[config.mk]
export PLATFORM = sky130hd
export DESIGN_NAME = option_byte_config_decoder
export DESIGN_NICKNAME = d
export VERILOG_FILES = /design/src/rtl/option_pkg.sv /design/src/rtl/option_byte_config_decoder.sv /design/src/rtl/pin_sync.sv /design/src/rtl/option_cell.sv
export VERILOG_INCLUDE_DIRS = /design/src /design/src/rtl
export SDC_FILE = /design/constraint.sdc
export NUM_CORES = 1
export LEC_CHECK = 0
export BUFFER_PORTS_ARGS = -buffer_cell sky130_fd_sc_hd__buf_2
export CAP_MARGIN = 20
export CORE_UTILIZATION = 55
export DETAILED_ROUTE_END_ITERATION = 10
export GPL_ROUTABILITY_DRIVEN = 0
export PLACE_DENSITY = 0.79
export SYNTH_ARGS = -nofsm -noshare
export SYNTH_HDL_FRONTEND = slang
export SYNTH_HIERARCHICAL = 1
export SYNTH_SLANG_ARGS = --single-unit
[constraint.sdc]
create_clock -name core_clk -period 2.1 [get_ports core_clk]
set_input_delay 0.42 -clock core_clk [delete_from_list [all_inputs] [get_ports core_clk]]
set_output_delay 0.42 -clock core_clk [all_outputs]
set_load 0.02 [all_outputs]
[src/rtl/option_cfg.svh]
// option byte map, command bits, register offsets and ship defaults
// assumes byte wide option storage and a 4-bit byte address register port
`ifndef OPTION_CFG_SVH
`define OPTION_CFG_SVH

// register byte offsets
`define REG_OPT_BYTE0       4'h0
`define REG_OPT_BYTE1       4'h4
`define REG_COMMAND         4'h8
`define REG_STATUS          4'hC

// command register bits
`define CMD_PROGRAM_BIT     0
`define CMD_ERASE_BIT       1

// status register bits
`define STS_BUSY_BIT        0
`define STS_REFUSED_BIT     1
`define STS_PROG_MODE_BIT   2
`define STS_ROM_BIT         3
`define STS_WR_PROT_BIT     4

// option byte 0 fields
`define OPT0_HALT_WDG_BIT   7
`define OPT0_WDG_TYPE_BIT   6
`define OPT0_VD_HI          5
`define OPT0_VD_LO          4
`define OPT0_SEC_HI         3
`define OPT0_SEC_LO         2
`define OPT0_RD_PROT_BIT    1
`define OPT0_WR_PROT_BIT    0

// option byte 1 fields
`define OPT1_IRQ_MAP_BIT    7
`define OPT1_RESERVED_BIT   6
`define OPT1_SRC_HI         5
`define OPT1_SRC_LO         4
`define OPT1_RNG_HI         3
`define OPT1_RNG_LO         1
`define OPT1_PLL_OFF_BIT    0

// values
`define ERASED_BYTE         8'hFF
`define SHIP_OPT0           8'hFC
`define SHIP_OPT1           8'hEF
`define READ_HIDDEN         8'h00

`endif

[src/rtl/option_pkg.sv]
// types shared by the option byte decoder and its helpers
// assumes option_cfg.svh supplies all offsets and values
package option_pkg;

    typedef enum logic [1:0] {vd_off, vd_lowest, vd_medium, vd_highest} voltage_detect_threshold_t;

    typedef enum logic [1:0] {src_resonator, src_reserved, src_internal_rc, src_external} clock_source_type_t;

    typedef enum logic [2:0] {
        very_low_power_range,
        low_power_range,
        medium_power_range,
        medium_speed_range,
        high_speed_range
    } oscillator_freq_range_t;

    typedef enum logic {st_idle, st_wipe} ctl_state_t;

    typedef struct packed {
        logic [3:0] addr;
        logic [7:0] wdata;
        logic       wr;
        logic       rd;
    } bus_req_t;

    typedef struct packed {
        logic                      halt_entry_watchdog_reset;
        logic                      watchdog_hw_always_on;
        logic                      low_voltage_detector_on;
        voltage_detect_threshold_t voltage_detect_threshold;
        logic [1:0]                sector_zero_size;
        logic                      read_protection_enable;
        logic                      write_protection_enable;
        logic                      port_c_irq_mapping;
        clock_source_type_t        clock_source_type;
        logic                      clock_source_reserved;
        oscillator_freq_range_t    oscillator_freq_range;
        logic                      pll_x2_enable;
        logic                      pll_misuse;
    } cfg_t;

    typedef struct packed {
        logic [7:0] bits;
    } cell_t;

    typedef struct packed {
        logic [2:0] stages;
        logic       level;
    } sync_t;

endpackage

[src/rtl/option_byte_config_decoder.sv]
// option byte store, programming-mode register port and configuration decoder
// assumes core logic on core_clk, programming-mode pin asynchronous
`timescale 1ns/1ps
`include "option_cfg.svh"
module option_byte_config_decoder
    import option_pkg::*;
#(
    parameter logic       ROM_PART = 1'b0,
    parameter logic [7:0] ROM_OPT0 = `SHIP_OPT0,
    parameter logic [7:0] ROM_OPT1 = `SHIP_OPT1
) (
    input  wire logic               core_clk,
    input  wire logic               sys_rst,
    input  wire logic               factory_load,
    input  wire logic               prog_mode_pin,
    input  wire bus_req_t           bus_req,
    output logic [7:0]              bus_rdata,
    input  wire logic               halt_entry,
    input  wire logic               sw_watchdog_enable,
    input  wire logic               mem_erase_done,
    output logic                    mem_erase_req,
    output logic                    halt_reset_req,
    output logic                    watchdog_hw_always_on,
    output logic                    low_voltage_detector_on,
    output logic                    auxiliary_voltage_detector_on,
    output voltage_detect_threshold_t voltage_detect_threshold,
    output logic [1:0]              sector_zero_size,
    output logic                    readout_block,
    output logic                    flash_write_block,
    output logic                    program_memory_write_protected,
    output logic                    port_c_irq_mapping,
    output clock_source_type_t      clock_source_type,
    output logic                    clock_source_reserved,
    output oscillator_freq_range_t  oscillator_freq_range,
    output logic                    pll_x2_enable,
    output logic                    pll_misuse
);

    typedef struct packed {
        ctl_state_t st;
        logic       refused;
        logic [7:0] stage0;
        logic [7:0] stage1;
        logic [7:0] rdata;
        logic       halt_rst;
        logic       erase_req;
        logic       program_pulse;
        logic       erase_pulse;
        cfg_t       cfg;
    } core_state_t;

    core_state_t state_ff;
    core_state_t nxt_state;
    logic        prog_mode;
    logic [7:0]  opt0;
    logic [7:0]  opt1;
    logic        wdg_active;
    logic        cmd_program;
    logic        cmd_erase;

    pin_sync #(
        .RESET_LEVEL (1'b0)
    ) u_prog_sync (
        .core_clk (core_clk),
        .sys_rst  (sys_rst),
        .pin      (prog_mode_pin),
        .level    (prog_mode)
    );

    option_cell #(
        .SHIP_VALUE (`SHIP_OPT0),
        .ROM_VALUE  (ROM_OPT0),
        .ROM_PART   (ROM_PART)
    ) u_opt0 (
        .core_clk     (core_clk),
        .factory_load (factory_load),
        .program_en   (state_ff.program_pulse),
        .erase_en     (state_ff.erase_pulse),
        .wdata        (state_ff.stage0),
        .value        (opt0)
    );

    option_cell #(
        .SHIP_VALUE (`SHIP_OPT1),
        .ROM_VALUE  (ROM_OPT1),
        .ROM_PART   (ROM_PART)
    ) u_opt1 (
        .core_clk     (core_clk),
        .factory_load (factory_load),
        .program_en   (state_ff.program_pulse),
        .erase_en     (state_ff.erase_pulse),
        .wdata        (state_ff.stage1),
        .value        (opt1)
    );

    // raw option bytes to decoded configuration
    function automatic cfg_t decode(input logic [7:0] b0, input logic [7:0] b1);
        cfg_t c;
        c = '0;
        c.halt_entry_watchdog_reset = b0[`OPT0_HALT_WDG_BIT];
        c.watchdog_hw_always_on = ~b0[`OPT0_WDG_TYPE_BIT];
        unique case (b0[`OPT0_VD_HI:`OPT0_VD_LO])
            2'h3: c.voltage_detect_threshold = vd_off;
            2'h2: c.voltage_detect_threshold = vd_lowest;
            2'h1: c.voltage_detect_threshold = vd_medium;
            2'h0: c.voltage_detect_threshold = vd_highest;
        endcase
        c.low_voltage_detector_on = (b0[`OPT0_VD_HI:`OPT0_VD_LO] != 2'h3);
        // sector size, 4k on rom only
        c.sector_zero_size = b0[`OPT0_SEC_HI:`OPT0_SEC_LO];
        if (!ROM_PART && c.sector_zero_size == 2'h3) begin
            c.sector_zero_size = 2'h2;
        end
        c.read_protection_enable = b0[`OPT0_RD_PROT_BIT];
        c.write_protection_enable = b0[`OPT0_WR_PROT_BIT];
        c.port_c_irq_mapping = b1[`OPT1_IRQ_MAP_BIT];
        unique case (b1[`OPT1_SRC_HI:`OPT1_SRC_LO])
            2'h0: c.clock_source_type = src_resonator;
            2'h1: c.clock_source_type = src_reserved;
            2'h2: c.clock_source_type = src_internal_rc;
            2'h3: c.clock_source_type = src_external;
        endcase
        c.clock_source_reserved = (b1[`OPT1_SRC_HI:`OPT1_SRC_LO] == 2'h1);
        unique casez (b1[`OPT1_RNG_HI:`OPT1_RNG_LO])
            3'b1??: c.oscillator_freq_range = very_low_power_range;
            3'b000: c.oscillator_freq_range = low_power_range;
            3'b001: c.oscillator_freq_range = medium_power_range;
            3'b010: c.oscillator_freq_range = medium_speed_range;
            3'b011: c.oscillator_freq_range = high_speed_range;
        endcase
        c.pll_x2_enable = ~b1[`OPT1_PLL_OFF_BIT];
        c.pll_misuse = c.pll_x2_enable &&
                       (c.clock_source_type == src_internal_rc ||
                        c.oscillator_freq_range != medium_power_range);
        return c;
    endfunction

    assign wdg_active  = state_ff.cfg.watchdog_hw_always_on | sw_watchdog_enable;
    assign cmd_program = prog_mode && bus_req.wr && bus_req.addr == `REG_COMMAND
                         && bus_req.wdata[`CMD_PROGRAM_BIT];
    assign cmd_erase   = prog_mode && bus_req.wr && bus_req.addr == `REG_COMMAND
                         && bus_req.wdata[`CMD_ERASE_BIT] && !bus_req.wdata[`CMD_PROGRAM_BIT];

    always_comb begin
        nxt_state               = state_ff;
        nxt_state.program_pulse = 1'b0;
        nxt_state.erase_pulse   = 1'b0;
        nxt_state.rdata         = 8'h00;
        nxt_state.halt_rst = halt_entry && wdg_active && state_ff.cfg.halt_entry_watchdog_reset;

        // staging writes only in programming mode
        if (prog_mode && bus_req.wr && bus_req.addr == `REG_OPT_BYTE0) begin
            nxt_state.stage0 = bus_req.wdata;
        end
        if (prog_mode && bus_req.wr && bus_req.addr == `REG_OPT_BYTE1) begin
            nxt_state.stage1 = bus_req.wdata;
        end
        if (bus_req.wr && bus_req.addr == `REG_STATUS && bus_req.wdata[`STS_REFUSED_BIT]) begin
            nxt_state.refused = 1'b0;
        end

        unique case (state_ff.st)
            st_idle: begin
                if (cmd_program || cmd_erase) begin
                    if (ROM_PART || opt0[`OPT0_WR_PROT_BIT]) begin
                        nxt_state.refused = 1'b1;
                    end else if (cmd_program) begin
                        nxt_state.program_pulse = 1'b1;
                    end else if (opt0[`OPT0_RD_PROT_BIT]) begin
                        nxt_state.erase_req = 1'b1;
                        nxt_state.st        = st_wipe;
                    end else begin
                        nxt_state.erase_pulse = 1'b1;
                    end
                end
            end
            st_wipe: begin
                if (cmd_program || cmd_erase) begin
                    nxt_state.refused = 1'b1;
                end
                if (mem_erase_done) begin
                    nxt_state.erase_req   = 1'b0;
                    nxt_state.erase_pulse = 1'b1;
                    nxt_state.st          = st_idle;
                end
            end
        endcase

        if (bus_req.rd) begin
            unique case (bus_req.addr)
                `REG_OPT_BYTE0: nxt_state.rdata = prog_mode ? opt0 : `READ_HIDDEN;
                `REG_OPT_BYTE1: nxt_state.rdata = prog_mode ? opt1 : `READ_HIDDEN;
                `REG_STATUS: begin
                    nxt_state.rdata[`STS_BUSY_BIT]      = (state_ff.st == st_wipe);
                    nxt_state.rdata[`STS_REFUSED_BIT]   = state_ff.refused;
                    nxt_state.rdata[`STS_PROG_MODE_BIT] = prog_mode;
                    nxt_state.rdata[`STS_ROM_BIT]       = ROM_PART;
                    nxt_state.rdata[`STS_WR_PROT_BIT]   = opt0[`OPT0_WR_PROT_BIT];
                end
                default: nxt_state.rdata = 8'h00;
            endcase
        end
    end

    always_ff @(posedge core_clk) begin
        if (sys_rst) begin
            state_ff        <= '0;
            state_ff.st     <= st_idle;
            state_ff.stage0 <= `ERASED_BYTE;
            state_ff.stage1 <= `ERASED_BYTE;
            state_ff.cfg    <= decode(opt0, opt1);
        end else begin
            state_ff <= nxt_state;
        end
    end

    assign bus_rdata                     = state_ff.rdata;
    assign mem_erase_req                 = state_ff.erase_req;
    assign halt_reset_req                = state_ff.halt_rst;
    assign watchdog_hw_always_on         = state_ff.cfg.watchdog_hw_always_on;
    assign low_voltage_detector_on       = state_ff.cfg.low_voltage_detector_on;
    assign auxiliary_voltage_detector_on = state_ff.cfg.low_voltage_detector_on;
    assign voltage_detect_threshold      = state_ff.cfg.voltage_detect_threshold;
    assign sector_zero_size              = state_ff.cfg.sector_zero_size;
    assign readout_block                 = state_ff.cfg.read_protection_enable;
    assign flash_write_block             = state_ff.cfg.read_protection_enable |
                                           state_ff.cfg.write_protection_enable;
    assign program_memory_write_protected = state_ff.cfg.write_protection_enable;
    assign port_c_irq_mapping            = state_ff.cfg.port_c_irq_mapping;
    assign clock_source_type             = state_ff.cfg.clock_source_type;
    assign clock_source_reserved         = state_ff.cfg.clock_source_reserved;
    assign oscillator_freq_range         = state_ff.cfg.oscillator_freq_range;
    assign pll_x2_enable                 = state_ff.cfg.pll_x2_enable;
    assign pll_misuse                    = state_ff.cfg.pll_misuse;

endmodule

[src/rtl/pin_sync.sv]
// three stage synchroniser for one pin level
// assumes the pin is asynchronous to core_clk
`timescale 1ns/1ps
module pin_sync
    import option_pkg::*;
#(
    parameter logic RESET_LEVEL = 1'b0
) (
    input  wire logic core_clk,
    input  wire logic sys_rst,
    input  wire logic pin,
    output logic      level
);

    sync_t state_ff;
    sync_t nxt_state;

    // level moves once stages two and three agree
    always_comb begin
        nxt_state        = state_ff;
        nxt_state.stages = {state_ff.stages[1:0], pin};
        if (state_ff.stages[1] == state_ff.stages[2]) begin
            nxt_state.level = state_ff.stages[2];
        end
    end

    always_ff @(posedge core_clk) begin
        if (sys_rst) begin
            state_ff <= '{stages: {3{RESET_LEVEL}}, level: RESET_LEVEL};
        end else begin
            state_ff <= nxt_state;
        end
    end

    assign level = state_ff.level;

endmodule

[src/rtl/option_cell.sv]
// one non-volatile option byte: program writes the staged byte, erase sets all ones
// assumes factory_load is pulsed once at power-up, not by sys_rst
`timescale 1ns/1ps
`include "option_cfg.svh"
module option_cell
    import option_pkg::*;
#(
    parameter logic [7:0] SHIP_VALUE = `SHIP_OPT0,
    parameter logic [7:0] ROM_VALUE  = `ERASED_BYTE,
    parameter logic       ROM_PART   = 1'b0
) (
    input  wire logic       core_clk,
    input  wire logic       factory_load,
    input  wire logic       program_en,
    input  wire logic       erase_en,
    input  wire logic [7:0] wdata,
    output logic [7:0]      value
);

    cell_t state_ff;
    cell_t nxt_state;

    always_comb begin
        nxt_state = state_ff;
        if (factory_load) begin
            nxt_state.bits = SHIP_VALUE;
        end else if (erase_en) begin
            nxt_state.bits = `ERASED_BYTE;
        end else if (program_en) begin
            nxt_state.bits = wdata;
        end
    end

    always_ff @(posedge core_clk) begin
        state_ff <= nxt_state;
    end

    assign value = ROM_PART ? ROM_VALUE : state_ff.bits;

endmodule

==> results.py, run 1 <==
metrics = {
    "floorplanning": {
        "die_area_mm2": 0.005235,
        "core_mm2": 0.004755,
        "num_rows": 25,
        "die_x_um": 72.36,
        "initial_utilization_pct": 57.26,
        "boundaryPins": 50,
        "die_h_um": 72.36,
    },
    "clock_network": {
        "clk-insertion-delay-late_ns": 0.34,
        "postCtsSetupRepairBufs": 0,
        "clk_path_buf_depth": 2,
        "tritoncts": "yes",
        "ctsResizeCount": 0,
        "root_buffer": "clkbuf_8",
        "cts_buffers": 9,
        "hold_buffers": 0,
        "clkSinkCount": 68,
        "clkTransAtPathRegs_ns": 0.07,
        "h-tree-depth": 3,
    },
    "synth": {
        "synth.ff_latch_count": 68,
        "synth_xor_area_share_pct": 0.3217,
        "synth_top_cell_area_share_pct": 36.76,
        "avgSynthCellArea_um2": 11.54,
        "syn_area_mm2": 0.002723,
        "synth.distinct_cells": 37,
        "syn_nets": 257,
        "syn-instance-count": 236,
        "netlist.top_cell.by_area": "dfxtp_1",
        "seq_area_frac_synth_pct": 56.62,
        "synth-simple-area-share_pct": 16.68,
        "ys_top_cells_by_area": "dfxtp_1 37%, edfxtp_1 20%, mux2i_1 8.5%",
        "ys_warn_count": 6,
        "yosys.area_share.adder_pct": 0,
        "synth_compound_area_share_pct": 9.697,
        "synth_top_family_by_area": "simple AND/OR/NAND/NOR gates",
        "synthMuxAreaShare_pct": 8.456,
    },
    "setup_path": {
        "crit_path_start_kind": "register",
        "worstReg2RegEnd": "state_ff[42]",
        "cp_max_fo": 2,
        "required_ns": 1.68,
        "r2r_slack_ns": 0.62,
        "rr_worst_depth": 3,
        "critical_path_arrival_ns": 1.16,
        "path_class": "reg -> out",
        "reg2reg_from": "u_prog_sync/level",
        "endpoint_kind": "output port",
    },
    "drt": {
        "via_per_inst": 5.377,
        "ant_nets": 0,
        "drt-total-wl_um": 4909,
        "drc": 0,
        "drt_iter0_drc": 106,
        "via_count": 1839,
        "wire_per_inst_um": 14.35,
        "dr.pass1.iters": 4,
    },
    "timing": {
        "hold_viol_final": 0,
        "maxSlewViolCount": 0,
        "rsz0062_at_grt": "no",
        "setup_tns_ns": 0,
        "finalSetupViolCount": 0,
        "post-route-period-util_pct": 75.20,
        "fin_crit_ns": 1.579,
        "skew_ns": 0.008774,
        "maxSlewHeadroom_pct": 63.29,
        "fmaxAchievable_mhz": 633.2,
        "worstMarginPinSlew_ns": 0.5489,
        "holdWs_ns": 0.2951,
    },
    "pwr": {
        "power_leakage_nw": 1.316,
        "p_per_area_mw_per_mm2": 805.1,
        "ir_drop_v": 0.0004387,
    },
    "global_routing": {
        "grt.total_usage_pct": 20.11,
        "grt_max_degree": 46,
        "grt_pass1_vias": 1632,
        "gr-total-overflow": 0,
        "grt_first_pass_wirelength_um": 7659,
        "antenna_found_initial": 0,
    },
    "min_path": {
        "hold_class": "in -> reg",
        "hp-start": "prog_mode_pin",
        "whs_path_depth": 2,
        "hold_end": "u_prog_sync/nxt_state[2]",
    },
    "placed_design": {
        "place_area_mm2": 0.002873,
        "io_buffer_count": 49,
        "hpwl_um": 3499,
        "place_inst": 326,
    },
    "run_status": {
        "status": "finished clean",
    },
    "layout": {
        "antenna_cells": 0,
        "final_cell_count_no_fill": 342,
        "final_nets": 291,
        "drive_gt1_share_pct": 28.73,
        "syn_to_final_growth_pct": 12.27,
        "finish.instance_area_mm2": 0.003057,
    },
    "run": {
        "cap_violations": 0,
    },
}
## report_power, final
part           internal [W]  leakage [nW]  switching (W)
Clock              0.000542        0.0931       0.000455
Sequential          0.00135         0.576     0.00000344
Combinational     0.0000376         0.647      0.0000686
Total               0.00193          1.32       0.000527
## worst max-delay path by stage
stage / to / slack [ns] / start / depth (start not counted)
after floorplan: state_ff[38] / 0.76 / bus_req[12] / 4
after global placement: state_ff[42] / 0.42 / bus_req[12] / 4
after detailed placement: state_ff[42] / 0.37 / bus_req[12] / 4
after CTS: flash_write_block / 0.50 / program_memory_write_protected / 2
after global routing: flash_write_block / 0.48 / program_memory_write_protected / 2
final: flash_write_block / 0.52 / program_memory_write_protected / 2
## cell type report
type                       instances  area (µm²)
sequential                        68        1541
multi-input combinational        133       957.2
clock inverter                     5       52.55
fill                             387        1698
tap                               67       83.83
inverter                           6       22.52
clock buffer                      11       131.4
timing repair buffer              52       267.8
## layout by cell type (no fill, tap or decap), types with 2 or more instances in the layout
| cell type | n |
|---|---|
| clkinv_2 | 3 |
| dfxtp_1 | 50 |
| and3_1 | 13 |
| o2bb2ai_1 | 4 |
| inv_1 | 6 |
| nand2_1 | 17 |
| edfxtp_1 | 18 |
| a211o_1 | 17 |
| buf_2 | 49 |
| clkbuf_8 | 9 |
| nor2_1 | 11 |
| clkbuf_1 | 2 |
| nand4_1 | 4 |
| a21oi_1 | 8 |
| and3b_1 | 4 |
| nand2b_1 | 3 |
| and3_2 | 5 |
| nor2b_1 | 5 |
| mux2i_1 | 23 |
| buf_4 | 3 |
| nand2_4 | 2 |
## critical path, stage by stage (launching register included)
cell and delay [ns]:
edfxtp_1 0.37, or2_2 0.29, buf_2 0.16
## through the flow
stage / total power [W] / setup WS (ns) / util [%]
2_1_floorplan: 0.001445 / 0.7606 / -
3_3_place_gp: 0.001491 / 0.4181 / 60.42
3_5_place_dp: 0.001493 / 0.3673 / 60.42
4_1_cts: 0.002477 / 0.5030 / 64.29
5_1_grt: 0.002548 / 0.4767 / 64.29
6_report: 0.002461 / 0.5208 / 64.29
## synthesized netlist by cell type, drive strengths merged
cell,number
nand2b,3
nor3b,2
nand3b,1
mux2i,23
inv,6
nand3,1
nand4,4
dfxtp,50
o21ai,2
or3b,1
a211o,17
and3,18
nor3,1
nand2,19
and3b,4
o31ai,1
xnor2,1
o211ai,1
or2,1
nor2b,5
and4,1
o22a,1
nor2,11
nor4b,2
buf,23
a21oi,8
o2bb2ai,4
a31oi,1
clkbuf,6
edfxtp,18
## routing by layer
metal	part of all wire, %	GRT usage [%]	up-vias
met5	0	0	-
met4	2.0	10.02	0
met3	4.7	6.389	9
met2	46	31.05	54
met1	47	25.47	875
li1	-	-	901
## cell families after synthesis
kind of cell / Yosys count
compound gates: 35
xor+xnor: 1
mux: 23
flops: 68
buf+inv: 35
simple gates: 74
## state kept, by name (all words and copies together), names as in the netlist, 2 cells and up
| register | count |
|---|---|
| u_prog_sync/nxt_state | 2 |
| sector_zero_size | 2 |
| u_opt1/value | 8 |
| state_ff | 20 |
| clock_source_type | 2 |
| voltage_detect_threshold | 2 |
| bus_rdata | 8 |
| u_opt0/value | 8 |
| oscillator_freq_range | 3 |
No activity file was read; power rests on OpenSTA's default activity.
==> run 2, diff against run 1 <==
--- a/config.mk
+++ b/config.mk
@@ -8,10 +8,10 @@
 export LEC_CHECK = 0
 export BUFFER_PORTS_ARGS = -buffer_cell sky130_fd_sc_hd__buf_2
 export CAP_MARGIN = 20
-export CORE_UTILIZATION = 55
+export CORE_UTILIZATION = 49
 export DETAILED_ROUTE_END_ITERATION = 10
 export GPL_ROUTABILITY_DRIVEN = 0
-export PLACE_DENSITY = 0.79
+export PLACE_DENSITY = 0.74
 export SYNTH_ARGS = -nofsm -noshare
 export SYNTH_HDL_FRONTEND = slang
 export SYNTH_HIERARCHICAL = 1
==> constraint.sdc (replaced) <==
create_clock -name core_clk -period 1.35 [get_ports core_clk]
set_input_delay 0.27 -clock core_clk [delete_from_list [all_inputs] [get_ports core_clk]]
set_output_delay 0.27 -clock core_clk [all_outputs]
set_load 0.02 [all_outputs]
==> results.py, run 2 (synthesis results as in run 1) <==
metrics = {
    "run_status": {
        "status": "finished with violations",
        "violations": "negative setup slack",
    },
    "layout": {
        "seq_area_mm2": 0.001541,
        "largest_register_ffs": 20,
        "final_cell_mix": "50 x dfxtp_1, 48 x buf_2, 23 x mux2i_1, 18 x edfxtp_1",
        "syn_to_final_growth_pct": 16.04,
        "multi_input_area_um2": 960.9,
        "antenna_cells": 0,
        "fillers": 442,
        "final_nets": 299,
        "regMostFlops": "state_ff",
        "layout_commonest_cell": "dfxtp_1",
        "drive_gt1_share_pct": 31.10,
    },
    "setup_path": {
        "startpoint": "readout_block",
        "cp_max_fo": 2,
        "endpoint_kind": "output port",
        "reg2reg_from": "u_prog_sync/level",
        "r2r_slack_ns": 0.10,
        "path_class": "reg -> out",
        "critical_path_arrival_ns": 1.10,
        "required_ns": 1.08,
        "crit_path_start_kind": "register",
    },
    "global_routing": {
        "gr-total-overflow": 0,
        "grt_first_pass_wirelength_um": 8583,
        "grt_pass1_vias": 1732,
        "antenna_found_initial": 0,
        "grt.total_usage_pct": 19.55,
        "grt_max_degree": 26,
    },
    "timing": {
        "post-route-period-util_pct": 101.5,
        "fmaxAchievable_mhz": 729.8,
        "layout_setup_ws_ns": -0.02022,
        "rsz0062_at_grt": "yes",
        "hold_viol_final": 0,
        "maxSlewHeadroom_pct": 74.42,
        "fin_crit_ns": 1.370,
        "maxSlewViolCount": 0,
        "finalSetupViolCount": 1,
        "worstMarginPinSlew_ns": 0.3822,
        "setup_tns_ns": -0.02022,
        "skew_ns": 0.004332,
    },
    "clock_network": {
        "clkTransAtPathRegs_ns": 0.07,
        "root_buffer": "clkbuf_8",
        "clk_path_buf_depth": 2,
        "cts_buffers": 9,
        "clkSinkCount": 68,
        "hold_buffers": 0,
        "clk-insertion-delay-late_ns": 0.33,
        "tritoncts": "yes",
        "h-tree-depth": 3,
    },
    "floorplanning": {
        "die_area_mm2": 0.005858,
        "boundaryPins": 50,
        "initial_utilization_pct": 51.98,
        "core_mm2": 0.005238,
        "die_h_um": 76.54,
        "die_x_um": 76.54,
        "num_rows": 26,
    },
    "drt": {
        "dr.pass1.iters": 4,
        "wire_per_inst_um": 14.78,
        "via_per_inst": 5.244,
        "via_count": 1851,
        "ant_nets": 0,
        "drt_iter0_drc": 84,
        "drt-total-wl_um": 5217,
        "drc": 0,
    },
    "pwr": {
        "p_sw_share_pct": 20.82,
        "combinationalPowerShare_pct": 4.7,
        "ir_drop_v": 0.0005181,
        "p_per_area_mw_per_mm2": 1247,
        "switching_power_w": 0.0008202,
        "p_total_w": 0.003940,
        "p_int_w": 0.003119,
        "power_leakage_nw": 1.374,
        "pwr-share-clk_pct": 41.6,
        "sequentialPowerShare_pct": 53.6,
    },
    "placed_design": {
        "place_ws_ns": -0.02532,
        "io_buffer_count": 49,
        "hpwl_um": 3712,
    },
    "min_path": {
        "hold_class": "in -> reg",
        "hp-start": "prog_mode_pin",
    },
    "run": {
        "cap_violations": 0,
    },
}
-- run 2: cell type report --
class,count,area share (%)
clock buffer,11,4.792
clock inverter,5,1.545
inverter,6,0.7129
multi-input combinational,133,30.42
sequential,68,48.79
tap,70,2.772
timing repair buffer,60,10.97
-- run 2: path summary, 6_finish.rpt --
kind,to,cells past startpoint
worst max-delay path,flash_write_block,2
worst min-delay path,u_prog_sync/nxt_state[2],2
worst max register to register,state_ff[37],3
worst min register to register,u_prog_sync/nxt_state[3],1
-- run 2: layer usage --
| metal | up-vias | share of wire (%) | global-route usage [%] |
|---|---|---|---|
| met5 | - | 0 | 0 |
| met4 | 0 | 2.1 | 9.808 |
| met3 | 11 | 4.1 | 4.910 |
| met2 | 49 | 48 | 31.08 |
| met1 | 879 | 46 | 24.65 |
| li1 | 912 | - | - |
-- run 2: what timing repair did --
action / in CTS / in global routing
pin swaps: 1 / 0
resized for setup: 3 / 1
buffers inserted: 0 / 0
endpoints found under the setup margin: 1 / 10
-- run 2: stage by stage --
step	instances	util, %	hold slack (ns)	cell area (µm²)
after floorplan	236	-	0.3391	2723
after global placement	337	56.31	0.4172	2949
after detailed placement	337	56.31	0.4286	2949
after CTS	353	60.30	0.1345	3158
after global routing	353	60.32	0.1580	3159
final	353	60.32	0.1401	3159
-- run 2: power groups by stage --
| stage | combinational (W) | clock, W | sequential [W] |
|---|---|---|---|
| floorplan | 0.0000776 | 0 | 0.00217 |
| global placement | 0.000181 | 0 | 0.00216 |
| detailed placement | 0.000183 | 0 | 0.00216 |
| CTS | 0.000187 | 0.00167 | 0.00211 |
| global route | 0.000202 | 0.00175 | 0.00211 |
| finish | 0.000187 | 0.00164 | 0.00211 |
-- run 2: worst max-delay path: stages (launching register included) --
cell and delay (ns):
edfxtp_1 0.38, or2_4 0.26, buf_6 0.13
